## src/hdl/lsc_pkg.sv

```systemverilog
// constants and types for the light screen receiver output control
//
// Functional notes
// trip mode: power up into run, no reset
// latch mode: hold off run until manual reset
// self-test fault: stop, outputs off, show diagnostics
// tests pass: enter alignment, seek sync pattern
// trip: aligned and synced enters run scanning
// latch: all aligned, reset lamp double-flashes
// latch: run only after valid manual reset
// trip: blocked beam off, clear restores automatically
// latch: clear after block, zones green, single-flash
// latch: outputs back on only reset while clear
// runtime fault: stop, outputs off, error code
// beam one blocked: zones two-eight off
// run clear status green, flashing if reduced
// beam one clear in align/latched: show count
// short invert press flips display; long ignored
// cascade stop brackets display with goalposts
// cascade stop: outputs off, red, reset lamp on
// operator holds reset quarter to two seconds
// lockout left only by manual reset, fault gone
// outputs off in every state except run clear
package lsc_pkg;
	localparam logic [3:0] ADDR_CTRL = 4'h0; // config, read/write
	localparam logic [3:0] ADDR_STATUS = 4'h4; // state and outputs
	localparam logic [3:0] ADDR_COUNT = 4'h8; // blocked beam count
	localparam logic [3:0] ADDR_FAULT = 4'hc; // latched error code
	localparam int CTRL_LATCH_BIT = 0; // 1 = latch outputs, 0 = trip
	localparam int CTRL_REDRES_BIT = 1; // reduced resolution enabled
	localparam logic [1:0] CTRL_RESET_VAL = 2'h0;
	localparam int STAT_OUT_BIT = 4; // safety pair on
	localparam int STAT_INV_BIT = 5; // display inverted
	localparam int STAT_CSTOP_BIT = 6; // cascade stop seen
	localparam int CLK_KHZ = 125000; // 125 MHz
	localparam int RST_MIN_MS = 250; // shortest valid reset hold
	localparam int RST_MAX_MS = 2000; // longest valid reset hold
	localparam int INV_MAX_MS = 500; // longest invert press honoured
	localparam int FLASH_MS = 250; // indicator flash step
	localparam int RST_MIN_CYC = CLK_KHZ * RST_MIN_MS;
	localparam int RST_MAX_CYC = CLK_KHZ * RST_MAX_MS;
	localparam int INV_MAX_CYC = CLK_KHZ * INV_MAX_MS;
	localparam int FLASH_CYC = CLK_KHZ * FLASH_MS;
	typedef enum logic [2:0] {
		DISP_BLANK, DISP_COUNT, DISP_ERROR, DISP_BEAM1, DISP_CONFIG
	} lsc_disp_type;
	typedef enum logic [3:0] {
		ST_SELFTEST, ST_ALIGN, ST_WAIT_RESET, ST_RUN_CLEAR,
		ST_RUN_BLOCKED, ST_LATCHED, ST_LATCH_CLEAR, ST_LOCKOUT
	} lsc_state_type;
endpackage : lsc_pkg

```

## src/hdl/lsc_output_control.sv

```systemverilog
// receiver control state machine, safety outputs and indicators
`timescale 1ns/100ps
`default_nettype none
module lsc_output_control import lsc_pkg::*; #(
	parameter int BEAMS = 16, // beams per screen, multiple of eight
	parameter int RST_MIN = RST_MIN_CYC,
	parameter int RST_MAX = RST_MAX_CYC,
	parameter int INV_MAX = INV_MAX_CYC,
	parameter int FLASH = FLASH_CYC
) (
	input wire logic clk,
	input wire logic rst_b,
	input wire logic [3:0] reg_addr,
	input wire logic [31:0] reg_wdata,
	input wire logic reg_wr,
	input wire logic reg_rd,
	output logic [31:0] reg_rdata,
	input wire logic self_test_done,
	input wire logic self_test_fail,
	input wire logic critical_fault,
	input wire logic [7:0] fault_code,
	input wire logic sync_ok,
	input wire logic [BEAMS-1:0] beam_blocked,
	input wire logic reset_switch,
	input wire logic invert_button,
	input wire logic cascade_stop_input,
	output logic [1:0] safety_output_pair,
	output logic reset_led,
	output logic status_red,
	output logic status_green,
	output logic [7:0] zone_red,
	output logic [7:0] zone_green,
	output logic [2:0] disp_mode,
	output logic [7:0] disp_value,
	output logic disp_invert,
	output logic disp_goalposts
);
	localparam int ZW = BEAMS / 8; // beams per zone indicator

	logic rst_s1_q, rst_n_q; // released copy of the reset
	lsc_state_type state_q, state_d;
	logic [1:0] ctrl_q; // latch and reduced-resolution config
	logic [7:0] fault_q; // error code kept for display
	logic [31:0] rst_cnt_q; // reset switch hold time
	logic rst_prev_q;
	logic reset_ok; // one-cycle valid manual reset
	logic [31:0] inv_cnt_q; // invert button hold time
	logic inv_prev_q;
	logic inv_q;
	logic [31:0] fl_cnt_q; // flash step timer
	logic [2:0] fl_ph_q; // flash phase
	logic [7:0] zone_blk;
	logic [7:0] blk_cnt;
	logic any_blk, beam1_blk, fault_now;
	logic single_fl, double_fl, blink;
	logic out_on_d, rled_d, sred_d, sgrn_d;
	logic [7:0] zred_d, zgrn_d;
	lsc_disp_type dmode_d;

	// two-stage release of the asynchronous reset
	always_ff @(posedge clk or negedge rst_b) begin
		if (!rst_b) begin
			rst_s1_q <= 1'b0;
			rst_n_q <= 1'b0;
		end else begin
			rst_s1_q <= 1'b1;
			rst_n_q <= rst_s1_q;
		end
	end

	// per-zone blocked flags, each zone covers one eighth of the beams
	genvar z;
	generate
		for (z = 0; z < 8; z++) begin : g_zone
			assign zone_blk[z] = |beam_blocked[z*ZW +: ZW];
		end
	endgenerate

	// total blocked beams for the numeric display
	always_comb begin
		blk_cnt = 8'h00;
		for (int i = 0; i < BEAMS; i++) begin
			blk_cnt = blk_cnt + {7'h00, beam_blocked[i]};
		end
	end

	assign any_blk = |beam_blocked;
	assign beam1_blk = beam_blocked[0];
	assign fault_now = critical_fault | self_test_fail;

	// software config register; writes steer trip/latch and flashing
	always_ff @(posedge clk or negedge rst_n_q) begin
		if (!rst_n_q) begin
			ctrl_q <= CTRL_RESET_VAL;
		end else if (reg_wr && reg_addr == ADDR_CTRL) begin
			ctrl_q <= reg_wdata[1:0];
		end
	end

	// read data, one cycle after the strobe; unmapped reads give zero
	always_ff @(posedge clk or negedge rst_n_q) begin
		if (!rst_n_q) begin
			reg_rdata <= 32'h0;
		end else if (reg_rd) begin
			case (reg_addr)
				ADDR_CTRL: reg_rdata <= {30'h0, ctrl_q};
				ADDR_STATUS: reg_rdata <= {25'h0, cascade_stop_input, inv_q,
					safety_output_pair[0], state_q};
				ADDR_COUNT: reg_rdata <= {24'h0, blk_cnt};
				ADDR_FAULT: reg_rdata <= {24'h0, fault_q};
				default: reg_rdata <= 32'h0;
			endcase
		end else begin
			reg_rdata <= 32'h0;
		end
	end

	// reset switch qualifier: valid only if released after a hold in range
	// the counter saturates so an over-long hold stays over-long
	always_ff @(posedge clk or negedge rst_n_q) begin
		if (!rst_n_q) begin
			rst_cnt_q <= 32'h0;
			rst_prev_q <= 1'b0;
			reset_ok <= 1'b0;
		end else begin
			rst_prev_q <= reset_switch;
			reset_ok <= 1'b0;
			if (reset_switch) begin
				if (rst_cnt_q != 32'hffffffff) rst_cnt_q <= rst_cnt_q + 32'h1;
			end else begin
				rst_cnt_q <= 32'h0;
				// too short or too long holds are simply dropped
				if (rst_prev_q && rst_cnt_q >= 32'(RST_MIN) &&
					rst_cnt_q <= 32'(RST_MAX)) reset_ok <= 1'b1;
			end
		end
	end

	// invert button: toggle on release of a short press only
	always_ff @(posedge clk or negedge rst_n_q) begin
		if (!rst_n_q) begin
			inv_cnt_q <= 32'h0;
			inv_prev_q <= 1'b0;
			inv_q <= 1'b0;
		end else begin
			inv_prev_q <= invert_button;
			if (invert_button) begin
				if (inv_cnt_q != 32'hffffffff) inv_cnt_q <= inv_cnt_q + 32'h1;
			end else begin
				inv_cnt_q <= 32'h0;
				if (inv_prev_q && inv_cnt_q <= 32'(INV_MAX)) inv_q <= ~inv_q;
			end
		end
	end

	// flash timebase: eight steps give single, double and plain blink
	always_ff @(posedge clk or negedge rst_n_q) begin
		if (!rst_n_q) begin
			fl_cnt_q <= 32'h0;
			fl_ph_q <= 3'h0;
		end else if (fl_cnt_q >= 32'(FLASH - 1)) begin
			fl_cnt_q <= 32'h0;
			fl_ph_q <= fl_ph_q + 3'h1;
		end else begin
			fl_cnt_q <= fl_cnt_q + 32'h1;
		end
	end

	assign single_fl = (fl_ph_q == 3'h0);
	assign double_fl = (fl_ph_q == 3'h0) || (fl_ph_q == 3'h2);
	assign blink = fl_ph_q[0];

	// error code captured when the fault is seen
	always_ff @(posedge clk or negedge rst_n_q) begin
		if (!rst_n_q) begin
			fault_q <= 8'h00;
		end else if (fault_now && state_q != ST_LOCKOUT) begin
			fault_q <= fault_code;
		end
	end

	// operating state; a fault wins over every other event
	always_comb begin
		state_d = state_q;
		case (state_q)
			ST_SELFTEST: begin
				if (self_test_done) state_d = ST_ALIGN;
			end
			ST_ALIGN: begin
				if (sync_ok && !any_blk) begin
					// latch waits for a reset, trip goes straight to run
					if (ctrl_q[CTRL_LATCH_BIT]) state_d = ST_WAIT_RESET;
					else state_d = ST_RUN_CLEAR;
				end
			end
			ST_WAIT_RESET: begin
				if (!sync_ok || any_blk) state_d = ST_ALIGN;
				else if (reset_ok) state_d = ST_RUN_CLEAR;
			end
			ST_RUN_CLEAR: begin
				if (any_blk || !sync_ok) begin
					if (ctrl_q[CTRL_LATCH_BIT]) state_d = ST_LATCHED;
					else state_d = ST_RUN_BLOCKED;
				end
			end
			ST_RUN_BLOCKED: begin
				if (!any_blk && sync_ok) state_d = ST_RUN_CLEAR;
			end
			ST_LATCHED: begin
				if (!any_blk && sync_ok) state_d = ST_LATCH_CLEAR;
			end
			ST_LATCH_CLEAR: begin
				if (any_blk || !sync_ok) state_d = ST_LATCHED;
				else if (reset_ok) state_d = ST_RUN_CLEAR;
			end
			ST_LOCKOUT: begin
				// only a qualified reset with the fault gone leaves lockout
				if (reset_ok && !fault_now) state_d = ST_ALIGN;
			end
			default: state_d = ST_LOCKOUT;
		endcase
		if (fault_now) state_d = ST_LOCKOUT;
	end

	// state register
	always_ff @(posedge clk or negedge rst_n_q) begin
		if (!rst_n_q) state_q <= ST_SELFTEST;
		else state_q <= state_d;
	end

	// indicator and output decode from the next state
	always_comb begin
		out_on_d = 1'b0;
		rled_d = 1'b1;
		sred_d = 1'b1;
		sgrn_d = 1'b0;
		zred_d = zone_blk;
		zgrn_d = ~zone_blk;
		dmode_d = DISP_COUNT;
		case (state_d)
			ST_SELFTEST: begin
				rled_d = 1'b0;
				sred_d = single_fl;
				zred_d = {8{single_fl}};
				zgrn_d = 8'h00;
				dmode_d = DISP_CONFIG;
			end
			ST_ALIGN: begin
				// beam one dark: no sync, so lamp and status stay off
				rled_d = !beam1_blk;
				sred_d = !beam1_blk;
			end
			ST_WAIT_RESET: begin
				rled_d = double_fl;
				dmode_d = DISP_BLANK;
			end
			ST_RUN_CLEAR: begin
				// cascade stop drops the pair and shows red
				out_on_d = !cascade_stop_input && !any_blk && sync_ok;
				sred_d = cascade_stop_input;
				sgrn_d = !cascade_stop_input &&
					(ctrl_q[CTRL_REDRES_BIT] ? blink : 1'b1);
				dmode_d = cascade_stop_input ? DISP_BLANK : DISP_CONFIG;
			end
			ST_RUN_BLOCKED, ST_LATCHED: begin
				dmode_d = DISP_COUNT;
			end
			ST_LATCH_CLEAR: begin
				rled_d = single_fl;
				zred_d = 8'h00;
				zgrn_d = 8'hff;
				dmode_d = DISP_BLANK;
			end
			ST_LOCKOUT: begin
				rled_d = 1'b0;
				sred_d = blink;
				zred_d = 8'h00;
				zgrn_d = 8'h00;
				dmode_d = DISP_ERROR;
			end
			default: begin
				rled_d = 1'b0;
			end
		endcase
		// beam one carries sync, so zones two to eight go dark
		if (beam1_blk && state_d != ST_SELFTEST && state_d != ST_LOCKOUT) begin
			zred_d = 8'h01;
			zgrn_d = 8'h00;
			if (dmode_d == DISP_COUNT) dmode_d = DISP_BEAM1;
		end
	end

	// registered outputs; the pair is on only in run clear
	always_ff @(posedge clk or negedge rst_n_q) begin
		if (!rst_n_q) begin
			safety_output_pair <= 2'b00;
			reset_led <= 1'b0;
			status_red <= 1'b0;
			status_green <= 1'b0;
			zone_red <= 8'h00;
			zone_green <= 8'h00;
			disp_mode <= 3'h0;
			disp_value <= 8'h00;
			disp_invert <= 1'b0;
			disp_goalposts <= 1'b0;
		end else begin
			safety_output_pair <= {2{out_on_d}};
			reset_led <= rled_d;
			status_red <= sred_d;
			status_green <= sgrn_d;
			zone_red <= zred_d;
			zone_green <= zgrn_d;
			disp_mode <= dmode_d;
			disp_value <= (dmode_d == DISP_ERROR) ? fault_q : blk_cnt;
			disp_invert <= inv_q;
			disp_goalposts <= cascade_stop_input;
		end
	end
endmodule : lsc_output_control
`default_nettype wire

```

## config.mk

```make
export PLATFORM = sky130hd
export DESIGN_NAME = lsc_output_control
export DESIGN_NICKNAME = d
export VERILOG_FILES = /design/src/hdl/lsc_pkg.sv /design/src/hdl/lsc_output_control.sv
export SDC_FILE = /design/constraint.sdc
export NUM_CORES = 1
export LEC_CHECK = 0
export ABC_AREA = 1
export BUFFER_PORTS_ARGS = -buffer_cell sky130_fd_sc_hd__buf_4
export CORE_ASPECT_RATIO = 1.25
export CORE_MARGIN = 4
export CORE_UTILIZATION = 40
export DETAILED_ROUTE_END_ITERATION = 10
export GPL_TIMING_DRIVEN = 0
export PLACE_DENSITY = 0.66
export SYNTH_ARGS = -nofsm -noshare
export SYNTH_HDL_FRONTEND = slang
export SYNTH_SLANG_ARGS = --single-unit
```

## constraint.sdc

```tcl
create_clock -name clk -period 13.65 [get_ports clk]
set_input_delay 2.0475 -clock clk [delete_from_list [all_inputs] [get_ports clk]]
set_output_delay 2.0475 -clock clk [all_outputs]
set_load 0.05 [all_outputs]
```

==> run_summary.xml, run 1 <==
<?xml version="1.0" encoding="UTF-8"?>
<metrics>
  <group name="route">
    <metric name="routed-via-count" unit="">8206</metric>
    <metric name="per_cell_via_count_in_the_routed_design" unit="">4.988</metric>
    <metric name="routedWlPerCell" unit="µm">14.38</metric>
    <metric name="firstDrtPassIters" unit="">5</metric>
    <metric name="drt-initial-drc-count" unit="">689</metric>
    <metric name="wl" unit="µm">23650</metric>
    <metric name="antenna_violating_nets_post_route" unit="">0</metric>
    <metric name="final_routed_drc_violation_total" unit="">0</metric>
  </group>
  <group name="timing">
    <metric name="setup_violations" unit="">0</metric>
    <metric name="worstMarginPinSlew" unit="ps">796.1</metric>
    <metric name="finalMaxSlewViolations" unit="">0</metric>
    <metric name="finalSetupTns" unit="ps">0</metric>
    <metric name="fmaxAchievable" unit="MHz">192.7</metric>
    <metric name="final_hold_viol_count" unit="">0</metric>
    <metric name="final_worst_path_cycle_share" unit="%">38.01</metric>
    <metric name="period_needed" unit="ps">5189</metric>
    <metric name="clock_skew" unit="ps">9.395</metric>
    <metric name="grt_setup_unrepaired" unit="">false</metric>
    <metric name="timing.max_slew.rel_slack" unit="%">46.52</metric>
  </group>
  <group name="grt">
    <metric name="grt_start_max_net_pins" unit="">59</metric>
    <metric name="antenna_found_initial" unit="">0</metric>
    <metric name="grt_first_pass_wirelength" unit="µm">39140</metric>
    <metric name="globalRouteTotalUtil" unit="%">19.15</metric>
    <metric name="grt_remaining_overflow" unit="">0</metric>
    <metric name="grt_pass1_vias" unit="">8033</metric>
  </group>
  <group name="floorplan">
    <metric name="fp.coreArea" unit="µm²">22520</metric>
    <metric name="die_h" unit="µm">177.8</metric>
    <metric name="horizontal_die_dimension" unit="µm">143.8</metric>
    <metric name="rows" unit="">61</metric>
    <metric name="fp.dieArea" unit="µm²">25570</metric>
    <metric name="start_util" unit="%">40.98</metric>
    <metric name="floorplan.io_pins" unit="">137</metric>
  </group>
  <group name="placement">
    <metric name="port-buffer-count" unit="">82</metric>
    <metric name="gp_congestion" unit="">0.9523</metric>
    <metric name="dpl.hpwl" unit="µm">18610</metric>
    <metric name="place.detailed.instances" unit="">1613</metric>
  </group>
  <group name="yosys">
    <metric name="yosys-top-cells-area" unit="">dfrtp_1, nand2_1, inv_1</metric>
    <metric name="synth_largest_area_cell" unit="">dfrtp_1</metric>
    <metric name="synth.cells.most_frequent" unit="">nand2_1, inv_1, nor2_1, dfrtp_1, nand3_1</metric>
    <metric name="post_synthesis_cell_area" unit="µm²">9226</metric>
    <metric name="yosys_warnings" unit="">0</metric>
    <metric name="synth.lib_cells_used.distinct" unit="">43</metric>
    <metric name="synth_sequential_area_ratio" unit="%">43.40</metric>
    <metric name="yosysMostFrequentCell" unit="">nand2_1</metric>
    <metric name="synth_top_area_share" unit="%">43.40</metric>
    <metric name="postSynthAreaPerCell" unit="µm²">7.594</metric>
    <metric name="synth_flop_cell" unit="">dfrtp_1</metric>
    <metric name="synth-edff-count" unit="">0</metric>
    <metric name="synth-async-reset-ratio" unit="%">100.0</metric>
    <metric name="synth-seq-cells" unit="">160</metric>
    <metric name="synth_cells" unit="">1215</metric>
  </group>
  <group name="flow_run">
    <metric name="drv_cap" unit="">0</metric>
  </group>
  <group name="finish">
    <metric name="diodes" unit="">0</metric>
    <metric name="fillerInstances" unit="">2199</metric>
    <metric name="final_cells" unit="">1645</metric>
    <metric name="fin_nets" unit="">1444</metric>
    <metric name="drive_gt1_share" unit="%">14.17</metric>
    <metric name="area.growth.synth_to_final" unit="%">18.50</metric>
  </group>
  <group name="clock_tree">
    <metric name="ctsLongestPathBuffers" unit="">2</metric>
    <metric name="cts.sink_count" unit="">160</metric>
    <metric name="cts.hold.buffers_added" unit="">0</metric>
    <metric name="post_cts_resize_count" unit="">0</metric>
    <metric name="cts_root_buf" unit="">clkbuf_16</metric>
    <metric name="insertion_delay_of_the_later_clocked_pin_in_the_worst_skew_pair" unit="ps">430</metric>
    <metric name="cts.reportedPaths.clkPinSlew" unit="ps">70</metric>
    <metric name="cts_tree" unit="">done</metric>
    <metric name="cts.htree.levels" unit="">4</metric>
    <metric name="cts-buffers-inserted" unit="">17</metric>
    <metric name="cts_setup_buffers" unit="">0</metric>
  </group>
  <group name="power_and_ir_drop">
    <metric name="leakage" unit="nW">5.098</metric>
    <metric name="power.ir.vdd_worst" unit="mV">0.09038</metric>
    <metric name="power.density_cell_area" unit="nW/µm²">107.9</metric>
    <metric name="total_power_of_the_final_layout" unit="mW">1.179</metric>
  </group>
  <group name="critical_path">
    <metric name="critPathRequiredTime" unit="ps">13960</metric>
    <metric name="ff2ff_path_depth" unit="">8</metric>
    <metric name="crit_path_end_kind" unit="">register</metric>
    <metric name="timing.critical_path.fanout_max" unit="">5</metric>
    <metric name="cp-start-kind" unit="">primary input</metric>
    <metric name="worstPathArrival" unit="ps">5500</metric>
    <metric name="crit_type" unit="">in2reg</metric>
  </group>
  <group name="worst_hold_path">
    <metric name="worst_hold_path_type" unit="">reg2async</metric>
  </group>
  <group name="outcome">
    <metric name="outcome" unit="">finished clean</metric>
  </group>
</metrics>
-- registers in the layout (all words and copies together) (netlist names), 2 cells and up --
signal / count
fault_q: 8
rst_cnt_q: 32
zone_green: 8
disp_value: 8
reg_rdata: 8
fl_ph_q: 3
zone_red: 8
disp_mode: 3
fl_cnt_q: 32
inv_cnt_q: 32
state_q: 4
ctrl_q: 2
-- where the power goes --
| group | leakage, nW | internal [mW] | switching (mW) | total, mW |
|---|---|---|---|---|
| logic | 2.71 | 0.0727 | 0.135 | 0.207 |
| clock network | 0.272 | 0.253 | 0.206 | 0.459 |
| registers | 2.11 | 0.497 | 0.0162 | 0.513 |
| total | 5.10 | 0.823 | 0.357 | 1.18 |
-- per-layer routing --
metal  GRT usage (%)  vias up  part of all wire [%]
met2           33.77      204                    51
met5               0        -                     0
met3           2.911       38                   3.9
met4           6.201        0                   2.1
li1                -     4136                     -
met1           23.85     3828                    43
-- cell families after synthesis --
kind of cell / Yosys count / share of synthesized area (%)
flops: 160 / 43.40
compound gates: 123 / 7.527
buf+inv: 220 / 10.09
mux: 5 / 0.6102
simple gates: 656 / 31.86
other cells: 2 / 0.08140
fa+ha+maj: 24 / 4.068
xor+xnor: 25 / 2.373
-- path summary, 6_finish.rpt --
path / from / slack [ps] / end
worst max register to register: inv_cnt_q[1] / 11440 / inv_cnt_q[1]
worst max-delay path: beam_blocked[0] / 8460 / reg_rdata[1]
worst min register to register: rst_n_q / 340 / zone_green[2]
max in group asynchronous: rst_b / 12160 / rst_n_q
min in group clk: rst_s1_q / 350 / rst_n_q
worst min-delay path: rst_n_q / 340 / zone_green[2]
-- cells in the final DEF, fill, tap and decap left out, types with 3 or more instances in the layout --
| cell type | count |
|---|---|
| nand4_1 | 22 |
| inv_1 | 179 |
| a21oi_1 | 48 |
| nand2_1 | 238 |
| clkinv_4 | 3 |
| and3_1 | 3 |
| mux2_2 | 5 |
| nand3b_1 | 3 |
| nor4_1 | 16 |
| nand3_1 | 85 |
| a221oi_1 | 3 |
| xnor2_1 | 3 |
| fa_1 | 10 |
| clkinvlp_4 | 3 |
| nor2_2 | 8 |
| nor3b_1 | 5 |
| a31oi_1 | 6 |
| o211ai_1 | 4 |
| nor2_1 | 178 |
| o31ai_1 | 15 |
| buf_2 | 3 |
| conb_1 | 33 |
| ha_1 | 14 |
| clkbuf_1 | 10 |
| inv_6 | 3 |
| nand2_2 | 8 |
| xor2_1 | 22 |
| nand3_2 | 3 |
| o21ai_1 | 3 |
| dfrtp_1 | 159 |
| clkinv_2 | 4 |
| buf_4 | 107 |
| o21ai_0 | 39 |
| clkbuf_16 | 17 |
| nor3_1 | 66 |
| or2_2 | 13 |
-- final cells by class --
| class | instances | area [µm²] | share of cell area (%) |
|---|---|---|---|
| multi-input combinational | 866 | 4408 | 40.32 |
| sequential | 160 | 4008 | 36.66 |
| inverter | 180 | 675.6 | 6.180 |
| timing repair buffer | 84 | 670.6 | 6.134 |
| clock buffer | 17 | 425.4 | 3.891 |
| tap | 283 | 354.1 | 3.239 |
| buffer | 40 | 255.2 | 2.335 |
| clock inverter | 15 | 136.4 | 1.247 |
-- metrics by stage --
step                      setup slack (ps)  instance area, µm²  hold slack (ps)  utilization [%]
after global placement                7040               10310            335.9            45.80
after floorplan                       8366                9343            331.2                -
after detailed placement              8003               10370            339.5            46.06
final                                 8461               10930            337.0            48.56
after CTS                             8445               10930            354.4            48.56
after global routing                  8232               10930            363.9            48.56
-- worst max-delay path, stage by stage --
cell      delay, ps
buf_4           120
inv_1           200
fa_1            460
fa_1            490
fa_1            530
fa_1            400
inv_1            60
ha_1            160
inv_1            60
fa_1            530
o22ai_1          90
a221oi_1        270
nor2_1           80
(Power assumes the default switching activity.)
==> inputs of run 2 (changes only) <==
--- a/config.mk
+++ b/config.mk
@@ -12,7 +12,7 @@
 export CORE_UTILIZATION = 40
 export DETAILED_ROUTE_END_ITERATION = 10
 export GPL_TIMING_DRIVEN = 0
-export PLACE_DENSITY = 0.66
+export PLACE_DENSITY = 0.69
 export SYNTH_ARGS = -nofsm -noshare
 export SYNTH_HDL_FRONTEND = slang
 export SYNTH_SLANG_ARGS = --single-unit
==> constraint.sdc (replaced) <==
create_clock -name clk -period 4.2 [get_ports clk]
set_input_delay 0.63 -clock clk [delete_from_list [all_inputs] [get_ports clk]]
set_output_delay 0.63 -clock clk [all_outputs]
set_load 0.05 [all_outputs]
==> run 2 against run 1 <==
Clock-buffer cell count stayed put; combinational power rose to 3.3 times the previous value; critical path depth rose by 2; die area stayed put; global-route usage is 0.42 points lower; worst setup slack got worse by 8200 ps; via count is 1.5% higher; sequential share of layout area is essentially flat; total power grew to 3.3 times the previous value; clock power increased to 3.2 times the previous value; largest cell class unchanged; final cell count about the same.
==> run_summary.xml, run 2 (synthesis gave the netlist of run 1 again) <==
<?xml version="1.0" encoding="UTF-8"?>
<metrics>
  <group name="outcome">
    <metric name="outcome" unit="">finished clean</metric>
  </group>
  <group name="grt">
    <metric name="global_route.peak_usage_layer" unit="">met2</metric>
    <metric name="antenna_found_initial" unit="">0</metric>
    <metric name="met1_usage" unit="%">22.72</metric>
    <metric name="globalRouteMet2Util" unit="%">33.58</metric>
    <metric name="grt_first_pass_wirelength" unit="µm">38880</metric>
    <metric name="globalRouteTotalUtil" unit="%">18.73</metric>
    <metric name="grt_pass1_vias" unit="">8305</metric>
    <metric name="grt_remaining_overflow" unit="">0</metric>
    <metric name="grt_use_met3" unit="%">2.776</metric>
    <metric name="grt_start_max_net_pins" unit="">71</metric>
  </group>
  <group name="timing">
    <metric name="period_needed" unit="ps">3916</metric>
    <metric name="fmaxAchievable" unit="MHz">255.4</metric>
    <metric name="final_hold_viol_count" unit="">0</metric>
    <metric name="timing.max_slew.rel_slack" unit="%">43.99</metric>
    <metric name="clock_skew" unit="ps">12.55</metric>
    <metric name="setup_violations" unit="">0</metric>
    <metric name="grt_setup_unrepaired" unit="">false</metric>
    <metric name="finalMaxSlewViolations" unit="">0</metric>
    <metric name="final_worst_path_cycle_share" unit="%">93.23</metric>
    <metric name="worstMarginPinSlew" unit="ps">833.8</metric>
  </group>
  <group name="clock_tree">
    <metric name="ctsLongestPathBuffers" unit="">2</metric>
    <metric name="cts_setup_buffers" unit="">0</metric>
    <metric name="insertion_delay_of_the_later_clocked_pin_in_the_worst_skew_pair" unit="ps">430</metric>
    <metric name="post_cts_resize_count" unit="">0</metric>
    <metric name="cts.sink_count" unit="">160</metric>
    <metric name="cts-buffers-inserted" unit="">17</metric>
    <metric name="cts_root_buf" unit="">clkbuf_16</metric>
    <metric name="cts.reportedPaths.clkPinSlew" unit="ps">70</metric>
    <metric name="cts_tree" unit="">done</metric>
    <metric name="cts.htree.levels" unit="">4</metric>
  </group>
  <group name="critical_path">
    <metric name="worstPathCellList" unit="">buf_4 -&gt; inv_1 -&gt; fa_1 -&gt; fa_1 -&gt; fa_1 -&gt; fa_1 -&gt; inv_1 -&gt; ha_1 -&gt; inv_1 -&gt; fa_1 -&gt; o21ai_0 -&gt; nand2_1 -&gt; o211ai_1 -&gt; nand2_1 -&gt; inv_1</metric>
    <metric name="critical_path.max_stage_delay" unit="ps">540</metric>
    <metric name="crit_path_end_kind" unit="">register</metric>
    <metric name="crit_type" unit="">in2reg</metric>
    <metric name="timing.critical_path.fanout_max" unit="">5</metric>
    <metric name="worstReg2RegStart" unit="">rst_cnt_q[0]</metric>
    <metric name="path_buf_inv" unit="">5</metric>
    <metric name="ff2ff_path_depth" unit="">10</metric>
    <metric name="cp-start-kind" unit="">primary input</metric>
    <metric name="critPathRequiredTime" unit="ps">4570</metric>
    <metric name="slowest_stage" unit="">fa_1</metric>
    <metric name="critical_path_s_most_frequent_cell" unit="">fa_1</metric>
    <metric name="r2r-end" unit="">rst_cnt_q[30]</metric>
    <metric name="setup.reg_to_reg.worst_slack" unit="ps">2080</metric>
    <metric name="timing.critical_path.max_delay_family" unit="">adder cells</metric>
    <metric name="worstPathArrival" unit="ps">4280</metric>
  </group>
  <group name="placement">
    <metric name="detailed_place.area" unit="µm²">10360</metric>
    <metric name="port-buffer-count" unit="">82</metric>
    <metric name="gp_congestion" unit="">0.9500</metric>
    <metric name="dpl.hpwl" unit="µm">18240</metric>
    <metric name="place.detailed.instances" unit="">1613</metric>
  </group>
  <group name="worst_hold_path">
    <metric name="worst_hold_path.endpoint" unit="">inv_prev_q</metric>
    <metric name="min-delay-start" unit="">invert_button</metric>
    <metric name="worst_hold_path_type" unit="">in2reg</metric>
    <metric name="min_path_cells" unit="">1</metric>
  </group>
  <group name="finish">
    <metric name="final_cells" unit="">1646</metric>
    <metric name="fillerInstances" unit="">2203</metric>
    <metric name="seq_area" unit="µm²">4008</metric>
    <metric name="area.growth.synth_to_final" unit="%">18.59</metric>
    <metric name="post_layout_inst_area" unit="µm²">10940</metric>
    <metric name="diodes" unit="">0</metric>
    <metric name="largest_regs" unit="">fl_cnt_q x32, inv_cnt_q x32, rst_cnt_q x32</metric>
    <metric name="drive_gt1_share" unit="%">14.16</metric>
    <metric name="fin_nets" unit="">1445</metric>
    <metric name="layout_commonest_cell" unit="">nand2_1</metric>
    <metric name="multi_input_area" unit="µm²">4408</metric>
    <metric name="commonest_cells_after_routing_fill_and_taps_aside" unit="">nand2_1, inv_1, nor2_1</metric>
  </group>
  <group name="floorplan">
    <metric name="fp.coreArea" unit="µm²">22520</metric>
    <metric name="fp.dieArea" unit="µm²">25570</metric>
    <metric name="start_util" unit="%">40.98</metric>
    <metric name="rows" unit="">61</metric>
    <metric name="die_h" unit="µm">177.8</metric>
    <metric name="horizontal_die_dimension" unit="µm">143.8</metric>
    <metric name="floorplan.io_pins" unit="">137</metric>
  </group>
  <group name="route">
    <metric name="wl" unit="µm">23320</metric>
    <metric name="per_cell_via_count_in_the_routed_design" unit="">5.058</metric>
    <metric name="routedWlPerCell" unit="µm">14.17</metric>
    <metric name="firstDrtPassIters" unit="">7</metric>
    <metric name="drt-initial-drc-count" unit="">636</metric>
    <metric name="final_routed_drc_violation_total" unit="">0</metric>
    <metric name="antenna_violating_nets_post_route" unit="">0</metric>
    <metric name="routed-via-count" unit="">8326</metric>
  </group>
  <group name="power_and_ir_drop">
    <metric name="power.density_cell_area" unit="nW/µm²">350.7</metric>
    <metric name="total_power_of_the_final_layout" unit="mW">3.838</metric>
    <metric name="leakage" unit="nW">5.103</metric>
    <metric name="power.ir.vdd_worst" unit="mV">0.2693</metric>
  </group>
  <group name="flow_run">
    <metric name="drv_cap" unit="">0</metric>
  </group>
</metrics>
[run 2: worst max-delay path by stage]
| stage | start | to | slack [ps] | cells past startpoint |
|---|---|---|---|---|
| CTS | beam_blocked[0] | reg_rdata[4] | 250 | 15 |
| global placement | beam_blocked[0] | reg_rdata[4] | -80 | 15 |
| global route | beam_blocked[0] | reg_rdata[4] | 70 | 15 |
| floorplan | beam_blocked[0] | reg_rdata[2] | 330 | 13 |
| finish | beam_blocked[0] | reg_rdata[4] | 280 | 15 |
| detailed placement | beam_blocked[0] | reg_rdata[4] | -130 | 15 |
[run 2: where the power goes]
part           total (mW)  switching [mW]  internal, mW
Sequential           1.67          0.0555          1.61
Combinational       0.673           0.438         0.235
Clock                1.49           0.708         0.787
[run 2: through the flow]
step / setup slack (ps) / hold WS, ps / util [%] / setup TNS, ps
floorplan: 333.5 / 331.1 / - / 0
finish: 284.4 / 328.1 / 48.60 / 0
global route: 70.58 / 318.8 / 48.60 / 0
detailed placement: -130.3 / 356.8 / 46.03 / -236.6
CTS: 254.0 / 318.1 / 48.60 / 0
global placement: -79.89 / 335.0 / 45.81 / -152.3
[run 2: routing by layer]
metal	vias to the layer above	share of wire, %
met5	-	0
met4	0	2.4
met3	48	5.0
met2	231	51
met1	3905	42
li1	4142	-
[run 2: final cells by class]
| class | instances | area share [%] |
|---|---|---|
| multi-input combinational | 866 | 40.29 |
| sequential | 160 | 36.63 |
| inverter | 180 | 6.175 |
| timing repair buffer | 85 | 6.152 |
| clock buffer | 17 | 3.888 |
| tap | 283 | 3.236 |
| buffer | 40 | 2.333 |
| clock inverter | 15 | 1.304 |
[run 2: repair_timing]
item,4_1_cts,5_1_grt
endpoints found under the hold margin,2,0
hold buffers,1,0
setup endpoints to repair,0,0
